## src/design/pms_pkg.sv

```systemverilog
// Purpose: constants for the power mode sequencer
// Assumes: mclk at 250 MHz
// Notes: selector positions are two-bit codes
// Summary of operation
// - Converters start on lockout-clear and wake high
// - Ignition flag mirrors battery above lockout threshold
// - Sleep reset held 10 ms after wake
// - Converter-off command latched until wake low
// - Wake low under 1 ms discards execution
// - Wake low over 1 ms executes switch-off
// - Internal active-low sleep-mode signal derived
// - Core supply starts only with buck good
// - Buck-bad lockout held until internal reset
// - Switch pre-regulator source from truth table
// - Logic pre-regulator source from truth table
// - Logic regulator off 6 us every 200 ms
package pms_pkg;
	localparam int CLK_MHZ          = 250;
	localparam int SLEEP_RST_MS     = 10;
	localparam int WAKE_LOW_US      = 1000;
	localparam int CAP_PERIOD_MS    = 200;
	localparam int CAP_OFF_NS       = 6000;
	localparam int SLEEP_RST_CYC    = SLEEP_RST_MS * 1000 * CLK_MHZ;
	localparam int WAKE_LOW_CYC     = WAKE_LOW_US * CLK_MHZ;
	localparam int CAP_PERIOD_CYC   = CAP_PERIOD_MS * 1000 * CLK_MHZ;
	localparam int CAP_OFF_CYC      = (CAP_OFF_NS * CLK_MHZ) / 1000;
	localparam logic [1:0] POS_0    = 2'h0;
	localparam logic [1:0] POS_1    = 2'h1;
	localparam logic [1:0] POS_2    = 2'h2;
endpackage

```

## src/design/pms_power_mode_sequencer.sv

```systemverilog
// Purpose: power mode control, lockouts and pre-regulator selection
// Assumes: comparator inputs already synchronous to mclk
// Notes: long delays are parameters so simulation can shorten them
`timescale 1ns/1ps
`default_nettype none
module pms_power_mode_sequencer #(
	parameter int SLEEP_RST_CYC  = pms_pkg::SLEEP_RST_CYC,
	parameter int WAKE_LOW_CYC   = pms_pkg::WAKE_LOW_CYC,
	parameter int CAP_PERIOD_CYC = pms_pkg::CAP_PERIOD_CYC,
	parameter int CAP_OFF_CYC    = pms_pkg::CAP_OFF_CYC
) (
	// Clock and reset
	input  wire logic       mclk,
	input  wire logic       reset_n,
	// Analog comparators
	input  wire logic       wakeHigh,
	input  wire logic       batteryAboveLockout,
	input  wire logic       boostGood,
	input  wire logic       stepDownGoodCmp,
	input  wire logic       internalReset,
	// Command from host
	input  wire logic       convOffCmd,
	// Converter and supply control
	output logic            convEnable,
	output logic            coreSupplyEnable,
	output logic            logicRegEnable,
	output logic            sleepResetActive,
	output logic            sleepMode_n,
	output logic            offPending,
	output logic            ignitionFlag,
	output logic [1:0]      switchPreregSel,
	output logic [1:0]      logicPreregSel
);
	logic       wakeRun;
	logic       wakeDelayDone;
	logic       lowRun;
	logic       lowDone;
	logic       pend_reg;
	logic       off_reg;
	logic       off_next;
	logic       lock_reg;
	logic       capWrap;
	logic       capPhase;
	logic       en_reg;
	logic       core_reg;
	logic       logicEn_reg;
	logic       ign_reg;
	logic [1:0] hiSel_reg;
	logic [1:0] loSel_reg;

	// Once released, sleep reset stays released through wake lows until off
	assign wakeRun = (wakeHigh || wakeDelayDone) && !off_reg;
	pms_timer #(.LIMIT(SLEEP_RST_CYC)) uSleepDly (
		.mclk    (mclk),
		.reset_n (reset_n),
		.run     (wakeRun),
		.done    (wakeDelayDone)
	);
	// Counter clears as soon as wake returns high
	assign lowRun = pend_reg && !wakeHigh;
	pms_timer #(.LIMIT(WAKE_LOW_CYC)) uLowDly (
		.mclk    (mclk),
		.reset_n (reset_n),
		.run     (lowRun),
		.done    (lowDone)
	);
	// Period free-runs; off window is its first few cycles
	pms_timer #(.LIMIT(CAP_PERIOD_CYC - 1)) uCapPer (
		.mclk    (mclk),
		.reset_n (reset_n),
		.run     (!capWrap),
		.done    (capWrap)
	);
	pms_timer #(.LIMIT(CAP_OFF_CYC)) uCapOff (
		.mclk    (mclk),
		.reset_n (reset_n),
		.run     (!capWrap),
		.done    (capPhase)
	);

	// Glitch under 1 ms leaves the command pending, not executed
	assign off_next = off_reg ? wakeHigh ? 1'b0 : 1'b1
	                          : (lowDone && !wakeHigh);
	always_ff @(posedge mclk or negedge reset_n) begin
		if (!reset_n) begin
			pend_reg <= 1'b0;
			off_reg  <= 1'b0;
		end else begin
			off_reg <= off_next;
			if (off_next)
				pend_reg <= 1'b0;
			else if (convOffCmd && wakeDelayDone && !off_reg)
				pend_reg <= 1'b1;
		end
	end

	// Stays locked until internal reset re-selects the mux
	always_ff @(posedge mclk or negedge reset_n) begin
		if (!reset_n)
			lock_reg <= 1'b0;
		else if (internalReset)
			lock_reg <= 1'b0;
		else if (!stepDownGoodCmp)
			lock_reg <= 1'b1;
	end

	wire sleepNow   = !(wakeDelayDone && !off_reg);
	wire sleepSig_n = !sleepNow;
	// Wake starts the converters; a wake low alone never stops them
	wire enNext     = batteryAboveLockout && (wakeHigh || en_reg) && !off_reg;
	wire coreNext   = enNext && stepDownGoodCmp && !lock_reg;
	// Sleep-mode column uses the active-low signal as printed
	wire [1:0] hiSelNext = internalReset ? pms_pkg::POS_0
	                     : !sleepSig_n ? pms_pkg::POS_1
	                     : boostGood ? pms_pkg::POS_2 : pms_pkg::POS_1;
	wire [1:0] loSelNext = sleepSig_n ? (stepDownGoodCmp ? pms_pkg::POS_2 : pms_pkg::POS_1)
	                     : wakeHigh ? pms_pkg::POS_1 : pms_pkg::POS_0;

	always_ff @(posedge mclk or negedge reset_n) begin
		if (!reset_n) begin
			en_reg      <= 1'b0;
			core_reg    <= 1'b0;
			logicEn_reg <= 1'b1;
			ign_reg     <= 1'b0;
			hiSel_reg   <= pms_pkg::POS_0;
			loSel_reg   <= pms_pkg::POS_0;
		end else begin
			en_reg      <= enNext;
			core_reg    <= coreNext;
			logicEn_reg <= capPhase;
			ign_reg     <= batteryAboveLockout;
			hiSel_reg   <= hiSelNext;
			loSel_reg   <= loSelNext;
		end
	end

	assign convEnable       = en_reg;
	assign coreSupplyEnable = core_reg;
	assign logicRegEnable   = logicEn_reg;
	assign sleepResetActive = sleepNow;
	assign sleepMode_n      = sleepSig_n;
	assign offPending       = pend_reg;
	assign ignitionFlag     = ign_reg;
	assign switchPreregSel  = hiSel_reg;
	assign logicPreregSel   = loSel_reg;

	// Sequencing and deferred switch-off
	chk_conv_start: assert property (@(posedge mclk) disable iff (!reset_n)
		$rose(convEnable) |-> $past(batteryAboveLockout) && $past(wakeHigh))
		else $error("converter started without lockout clear and wake");

	chk_conv_hold: assert property (@(posedge mclk) disable iff (!reset_n)
		convEnable && batteryAboveLockout && !off_reg |=> convEnable)
		else $error("converter stopped before switch-off executed");

	chk_conv_off: assert property (@(posedge mclk) disable iff (!reset_n)
		off_reg |=> !convEnable)
		else $error("converter still on after switch-off");

	chk_ign_follow: assert property (@(posedge mclk) disable iff (!reset_n)
		ignitionFlag == $past(batteryAboveLockout))
		else $error("ignition flag does not follow battery");

	chk_sleep_delay: assert property (@(posedge mclk) disable iff (!reset_n)
		$rose(wakeHigh) && sleepResetActive |-> sleepResetActive[*8])
		else $error("sleep reset released too early");

	chk_off_defer: assert property (@(posedge mclk) disable iff (!reset_n)
		wakeHigh && !off_reg |=> !off_reg)
		else $error("switch-off executed while wake high");

	chk_pend_take: assert property (@(posedge mclk) disable iff (!reset_n)
		convOffCmd && wakeHigh && !sleepResetActive |=> offPending)
		else $error("converter-off command not latched");

	chk_glitch_keep: assert property (@(posedge mclk) disable iff (!reset_n)
		pend_reg && !wakeHigh && !lowDone && !off_reg |=> !off_reg)
		else $error("short wake low executed switch-off");

	chk_off_exec: assert property (@(posedge mclk) disable iff (!reset_n)
		lowDone && !wakeHigh && !off_reg |=> off_reg ##1 !convEnable)
		else $error("qualified wake low did not turn off");

	chk_low_restart: assert property (@(posedge mclk) disable iff (!reset_n)
		wakeHigh |=> !lowDone)
		else $error("wake-low count not restarted by wake high");

	// Supply lockout and source selection
	chk_core_need: assert property (@(posedge mclk) disable iff (!reset_n)
		coreSupplyEnable |-> $past(stepDownGoodCmp))
		else $error("core supply started without buck good");

	chk_core_lock: assert property (@(posedge mclk) disable iff (!reset_n)
		!stepDownGoodCmp && !internalReset |=> ##1 !coreSupplyEnable)
		else $error("core supply on without buck good");

	chk_lock_set: assert property (@(posedge mclk) disable iff (!reset_n)
		!stepDownGoodCmp && !internalReset |=> lock_reg)
		else $error("core lockout not set on buck bad");

	chk_lock_hold: assert property (@(posedge mclk) disable iff (!reset_n)
		lock_reg && !internalReset |=> lock_reg)
		else $error("core lockout cleared without internal reset");

	chk_hi_sel: assert property (@(posedge mclk) disable iff (!reset_n)
		internalReset |=> switchPreregSel == pms_pkg::POS_0)
		else $error("switch pre-regulator not at position 0 in reset");

	chk_hi_boost: assert property (@(posedge mclk) disable iff (!reset_n)
		!internalReset && sleepMode_n && boostGood |=> switchPreregSel == pms_pkg::POS_2)
		else $error("switch pre-regulator not on boost source");

	chk_lo_sel: assert property (@(posedge mclk) disable iff (!reset_n)
		!sleepMode_n && !wakeHigh |=> logicPreregSel == pms_pkg::POS_0)
		else $error("logic pre-regulator not at position 0");

	chk_lo_buck: assert property (@(posedge mclk) disable iff (!reset_n)
		sleepMode_n && stepDownGoodCmp |=> logicPreregSel == pms_pkg::POS_2)
		else $error("logic pre-regulator not on buck source");

	chk_cap_off: assert property (@(posedge mclk) disable iff (!reset_n)
		$fell(logicRegEnable) |-> !logicRegEnable[*2] ##1 1'b1)
		else $error("logic regulator off pulse too short");
endmodule
`default_nettype wire

```

## src/design/pms_timer.sv

```systemverilog
// Purpose: restartable cycle counter with terminal flag
// Assumes: count held at zero while run is low
// Notes: done stays high while run persists past terminal
`timescale 1ns/1ps
`default_nettype none
module pms_timer #(
	parameter int LIMIT = 4
) (
	// Clock and reset
	input  wire logic mclk,
	input  wire logic reset_n,
	// Control
	input  wire logic run,
	// Status
	output logic      done
);
	localparam int W = $clog2(LIMIT + 1);
	localparam logic [W-1:0] LIM = W'(LIMIT);
	logic [W-1:0] cnt_reg;
	wire          atEnd = (cnt_reg == LIM);
	always_ff @(posedge mclk or negedge reset_n) begin
		if (!reset_n)
			cnt_reg <= '0;
		else if (!run)
			cnt_reg <= '0;
		else if (!atEnd)
			cnt_reg <= cnt_reg + W'(1);
	end
	assign done = atEnd;
endmodule
`default_nettype wire

```

## config.mk

```make
export PLATFORM = sky130hd
export DESIGN_NAME = pms_power_mode_sequencer
export DESIGN_NICKNAME = d
export VERILOG_FILES = /design/src/design/pms_pkg.sv /design/src/design/pms_power_mode_sequencer.sv /design/src/design/pms_timer.sv
export SDC_FILE = /design/constraint.sdc
export NUM_CORES = 1
export LEC_CHECK = 0
export BUFFER_PORTS_ARGS = -buffer_cell sky130_fd_sc_hd__buf_2
export CORE_MARGIN = 5
export CORE_UTILIZATION = 61
export CTS_CLUSTER_SIZE = 25
export DETAILED_ROUTE_END_ITERATION = 8
export PLACE_DENSITY = 0.79
export SETUP_SLACK_MARGIN = 0.4
export SLEW_MARGIN = 20
export SYNTH_ARGS = -nofsm -noshare
export SYNTH_HDL_FRONTEND = slang
export SYNTH_SLANG_ARGS = --single-unit
```

## constraint.sdc

```tcl
create_clock -name mclk -period 2.8 [get_ports mclk]
set_input_delay 0.7 -clock mclk [delete_from_list [all_inputs] [get_ports mclk]]
set_output_delay 0.7 -clock mclk [all_outputs]
set_load 0.1 [all_outputs]
```

Word level (Yosys, flattened, before mapping)
Cells that the tools add are included.
{"block": "totals", "register_bits": 88, "input_bits": 8, "output_inout_bits": 11, "elab_cells": 61}
{"block": "op_classes", "n_addsub": 4, "eq_ne": 8, "muxes": 19, "n_reduce_logical": 17}
{"op": "$mux W22", "count": 2}
{"op": "$mux W18", "count": 2}
{"op": "$add A26 B1 Y26 const B", "count": 1}
{"op": "$eq A26 B26 Y1 const B", "count": 1}
{"op": "$mux W26", "count": 1}
{"op": "$add A22 B1 Y22 const B", "count": 1}
{"op": "$eq A22 B22 Y1 const B", "count": 1}
{"op": "$mux W11", "count": 2}
{"op": "$add A18 B1 Y18 const B", "count": 1}
{"op": "$eq A18 B18 Y1 const B", "count": 1}
{"op": "$add A11 B1 Y11 const B", "count": 1}
{"op": "$eq A11 B11 Y1 const B", "count": 1}
{"op": "$logic_and A1 B1 Y1", "count": 10}
{"op": "$mux W2", "count": 5}
{"op": "$mux W1", "count": 7}
{"op": "$ne A2 B2 Y1 const B", "count": 3}
{"op": "$logic_not A1 Y1", "count": 4}
{"op": "$logic_or A1 B1 Y1", "count": 2}
{"op": "$ne A2 B1 Y1 const B", "count": 1}
{"op": "$reduce_bool A2 Y1", "count": 1}

Logic depth before layout (Yosys ltp)
{"block": "depth", "ltp_word": 5, "mapped_depth": 8, "mapped_depth_nobuf": 7}

Cells and area by module
Synthesis repeated with hierarchy kept, for this count alone.
{"block": "unflattened", "cells_unflattened": 486, "hier_area_um2": 4709.5}
{"module": "pms_timer (uCapPer)", "n_inst": 1, "cells_per_inst": 160, "area_per_inst_um2": 1471.4, "seq_area_each_um2": 650.6}
{"module": "pms_timer (uSleepDly)", "n_inst": 1, "cells_per_inst": 122, "area_per_inst_um2": 1263.7, "seq_area_each_um2": 550.5}
{"module": "pms_timer (uLowDly)", "n_inst": 1, "cells_per_inst": 104, "area_per_inst_um2": 954.7, "seq_area_each_um2": 450.4}
{"module": "pms_timer (uCapOff)", "n_inst": 1, "cells_per_inst": 67, "area_per_inst_um2": 618.1, "seq_area_each_um2": 275.3}
{"module": "pms_power_mode_sequencer", "n_inst": 1, "cells_per_inst": 33, "area_per_inst_um2": 401.6, "seq_area_each_um2": 276.5}

Worst setup path before layout
OpenSTA, ideal clock, no wires.
{"block": "synth_path", "kind": "reg2out", "from": "register uSleepDly.cnt_reg[11]", "to": "output port sleepMode_n", "t_arrival_ps": 2875, "required_ps": 2100, "slack_ps": -775, "stages_incl_launch_ff": 5, "path_buffers": 0, "cell_sequence": "dfrtp_1 -> or4b_1 -> nand2b_1 -> or4_1 -> inv_1"}
{"block": "synth_via", "elab_chain_cells": 2}
{"element": "from (decl)", "line_no": "pms_timer.sv:19", "text": "logic [W-1:0] cnt_reg;"}
{"element": "from (signal assigned)", "line_no": "pms_timer.sv:27", "text": "cnt_reg <= cnt_reg + W'(1);"}
{"element": "$eq A22 B22 Y1", "line_no": "pms_timer.sv:20", "text": "wire atEnd = (cnt_reg == LIM);"}
{"element": "$logic_and A1 B1 Y1", "line_no": "pms_power_mode_sequencer.sv:107", "text": "wire sleepNow = !(wakeDelayDone && !off_reg);"}
{"element": "to (decl)", "line_no": "pms_power_mode_sequencer.sv:28", "text": "output logic sleepMode_n,"}
No other way between the ends.

Final worst setup path
{"block": "layout_path", "from": "register uSleepDly.cnt_reg[1]", "to": "output port sleepMode_n"}
The elaborated chain is that of the path after synthesis.

==> run metrics <==
cell family with most CP delay simple AND/OR/NAND/NOR gates; setup ws final -0.1330 ns; Main synth FF type dfrtp_1; Sw Ratio 23.47%; PnR Total Power 0.002362 W; MaxCap Viol Count 0; WS Path Type flop to primary output; wire per inst 16.81 µm; WP buf/inv 3; Fill cells 537; post-synth cell types 48; Initial Util 62.23%; Net Sw Power 0.0005544 W; FP Rows 31; Die Y-Extent 95.56 µm; leakage power 2.101 nW; router iterations before antenna repair 5; status complete, but fails checks; CP max FO 4; Synth Area per Inst 9.666 µm²; Final Cycle Share 104.7%; DRC violations left 0; Longest Clk Path Bufs 2; CORE AREA 0.007176 mm²; global-route wire length before repair 16.74 mm; clk root buf clkbuf_8; Post-synth EDFFs 0; total gr overflow 0; failing checks setup timing; Final ANT Viol Nets 0; FFs w/ async S/R, synth 100.0%; post-DR vias/cell 6.171; fraction of layout cells with a size suffix above 1 12.02%; Clk pin slew, worst setup/hold paths 0.09 ns; area grow syn2layout 12.38%; Synth Net Count 477; clk_lat worst skew 0.36 ns; fin. max-slew vios 0; CTS buffer count 9; crit path max-delay cell type or4_4; Seq/Total Area, Yosys 49.34%; worst-margin pin slew 0.7625 ns; IO Port Bufs 18; fmax 340.9 MHz; Worst setup SP type flop; RSZ-0062 raised after global routing true; initial antenna violation count 0; total number of vias 3641; antenna cells 0; Crit path arrival time 2.23 ns; DRT iter0 DRCs 182; sequential fraction of design power 54.4%; placer congestion estimate 0.8372; TritonCTS clock tree built; fin nets 501; Synth Register Bits 88; # setup viols final 2; Power Density 470.7 mW/mm²; CP Data Required Time 2.10 ns; WP depth 7; H-tree levels 3; clk_skew 0.01493 ns; Hold Vio Cnt, Final 0; largest net degree at the start of global routing 49; Post-Route WL 9.915 mm; crit path time final 2.933 ns; crit path cell chain inv_2 -> ha_4 -> nor4bb_4 -> nand3_1 -> or4_4 -> clkinvlp_4 -> buf_12; Slew Limit Headroom 49.17%; Die ar. 0.009132 mm²; Post-Syn Instances 462; vias in the first global route 3510; Mapped Area 0.004466 mm²; R2R cell count 5; peak supply drop 0.3044 mV; Comb pwr share 4.5%; CTS sink count 88; Die Wd 95.56 µm; Clk pwr share 41.1%; Detailed Place HPWL 6.633 mm; I/O pin count 19; synth warn 0; max reg flops 26; internal power 0.001808 W; Final Util 69.94%; All-Layer GR Usage 23.31%; worst stage delay on the critical path 0.59 ns; Critical Path End Type primary output; Worst Hold Class input pin to async pin
cells in the final DEF, fill, tap and decap left out, types with 7 or more instances in the layout:
cell | Yosys | routed
o21ai_0 | 14 | 14
nand3_1 | 34 | 34
and2_1 | 7 | 7
and4_1 | 8 | 8
nor2_1 | 41 | 41
and3_1 | 8 | 8
a21oi_1 | 28 | 28
clkbuf_8 | 0 | 9
or4_1 | 15 | 14
nor3_1 | 12 | 12
buf_2 | 7 | 15
or3_1 | 10 | 10
o31ai_1 | 11 | 11
nand2_1 | 31 | 31
xor2_1 | 23 | 23
buf_4 | 0 | 9
dfrtp_1 | 87 | 86
inv_1 | 19 | 16
xnor2_1 | 17 | 17
nand4_1 | 23 | 23
power groups by stage:
stage | Clock, W | Sequential (W) | Combinational [W]
floorplan | 0 | 0.00134 | 0.0000199
global placement | 0 | 0.00131 | 0.0000954
detailed placement | 0 | 0.00131 | 0.0000970
CTS | 0.000981 | 0.00128 | 0.000101
global route | 0.00104 | 0.00129 | 0.000116
finish | 0.000970 | 0.00129 | 0.000107
cell usage after synthesis (10+ instances only):
master / n / share of area (%)
dfrtp_1: 87 / 49
nor2_1: 41 / 3.4
nand3_1: 34 / 3.8
nand2_1: 31 / 2.6
a21oi_1: 28 / 3.1
nand4_1: 23 / 3.2
xor2_1: 23 / 4.5
inv_1: 19 / 1.6
xnor2_1: 17 / 3.3
or4_1: 15 / 2.5
o21ai_0: 14 / 1.6
nor3_1: 12 / 1.3
o31ai_1: 11 / 1.8
or3_1: 10 / 1.4
worst reg2reg max path: cells and delay by family, from the launching register on:
kind | cells | cell delay [ns]
and+or+nand+nor | 2 | 1.01
DFF | 1 | 0.41
buffers and inverters | 1 | 0.22
AOI/OAI and AO/OA | 2 | 0.45
layer usage:
| layer | up-vias | routed length (µm) | GRT usage, % |
|---|---|---|---|
| li1 | 1730 | - | - |
| met1 | 1809 | 4582 | 32.45 |
| met2 | 89 | 4850 | 37.35 |
| met3 | 13 | 353 | 3.157 |
| met4 | 0 | 129 | 8.531 |
| met5 | - | 0 | 0 |
layout make-up:
class,instances,area (µm²),share of cell area [%]
Timing Repair Buffer,27,202.7,4.039
Clock buffer,9,123.9,2.468
Sequential cell,88,2205,43.93
Multi-Input combinational cell,341,2193,43.70
Tap cell,99,123.9,2.468
Clock inverter,7,95.09,1.895
Inverter,19,75.07,1.496
path summary, 6_finish.rpt:
path,slack (ns),to,from
min in group mclk,0.46,ignitionFlag$_DFF_PN0_,batteryAboveLockout
max in group asynchronous,1.79,logicRegEnable$_DFF_PN1_,reset_n
worst max-delay path,-0.13,sleepMode_n,uSleepDly.cnt_reg[1]$_DFFE_PN0P_
worst min-delay path,0.31,uLowDly.cnt_reg[13]$_DFFE_PN0P_,reset_n
worst min register to register,0.50,uCapPer.cnt_reg[0]$_DFF_PN0_,uCapPer.cnt_reg[0]$_DFF_PN0_
worst max register to register,0.62,uSleepDly.cnt_reg[2]$_DFFE_PN0P_,uSleepDly.cnt_reg[11]$_DFFE_PN0P_
timing repair:
| action | 4_1_cts | 5_1_grt |
|---|---|---|
| pin swaps | 1 | 2 |
| resized for setup | 4 | 10 |
| buffers inserted | 3 | 3 |
| endpoints found under the setup margin | 2 | 2 |
| hold buffers | 0 | 0 |
per-stage QoR:
stage | cells | TNS [ns] | worst slack [ns] | hold slack [ns] | cell area, µm²
floorplan | 462 | -0.01903 | -0.01903 | 0.4044 | 4477
global placement | 568 | 0 | 0.1668 | 0.4658 | 4688
detailed placement | 568 | 0 | 0.1104 | 0.4912 | 4688
CTS | 587 | -0.2338 | -0.1294 | 0.3182 | 4955
global route | 590 | -0.2957 | -0.2000 | 0.3364 | 5019
finish | 590 | -0.1735 | -0.1330 | 0.3103 | 5019
cell families after synthesis:
| family | synth area share (%) |
|---|---|
| AND/OR/NAND/NOR | 27.49 |
| flip-flops | 49.34 |
| AO/OA/AOI/OAI | 9.723 |
| XOR/XNOR | 7.845 |
| buffers and inverters | 2.970 |
| adder cells (fa/ha/maj) | 1.961 |
| multiplexers | 0.6725 |
No activity file was read; power rests on OpenSTA's default activity.
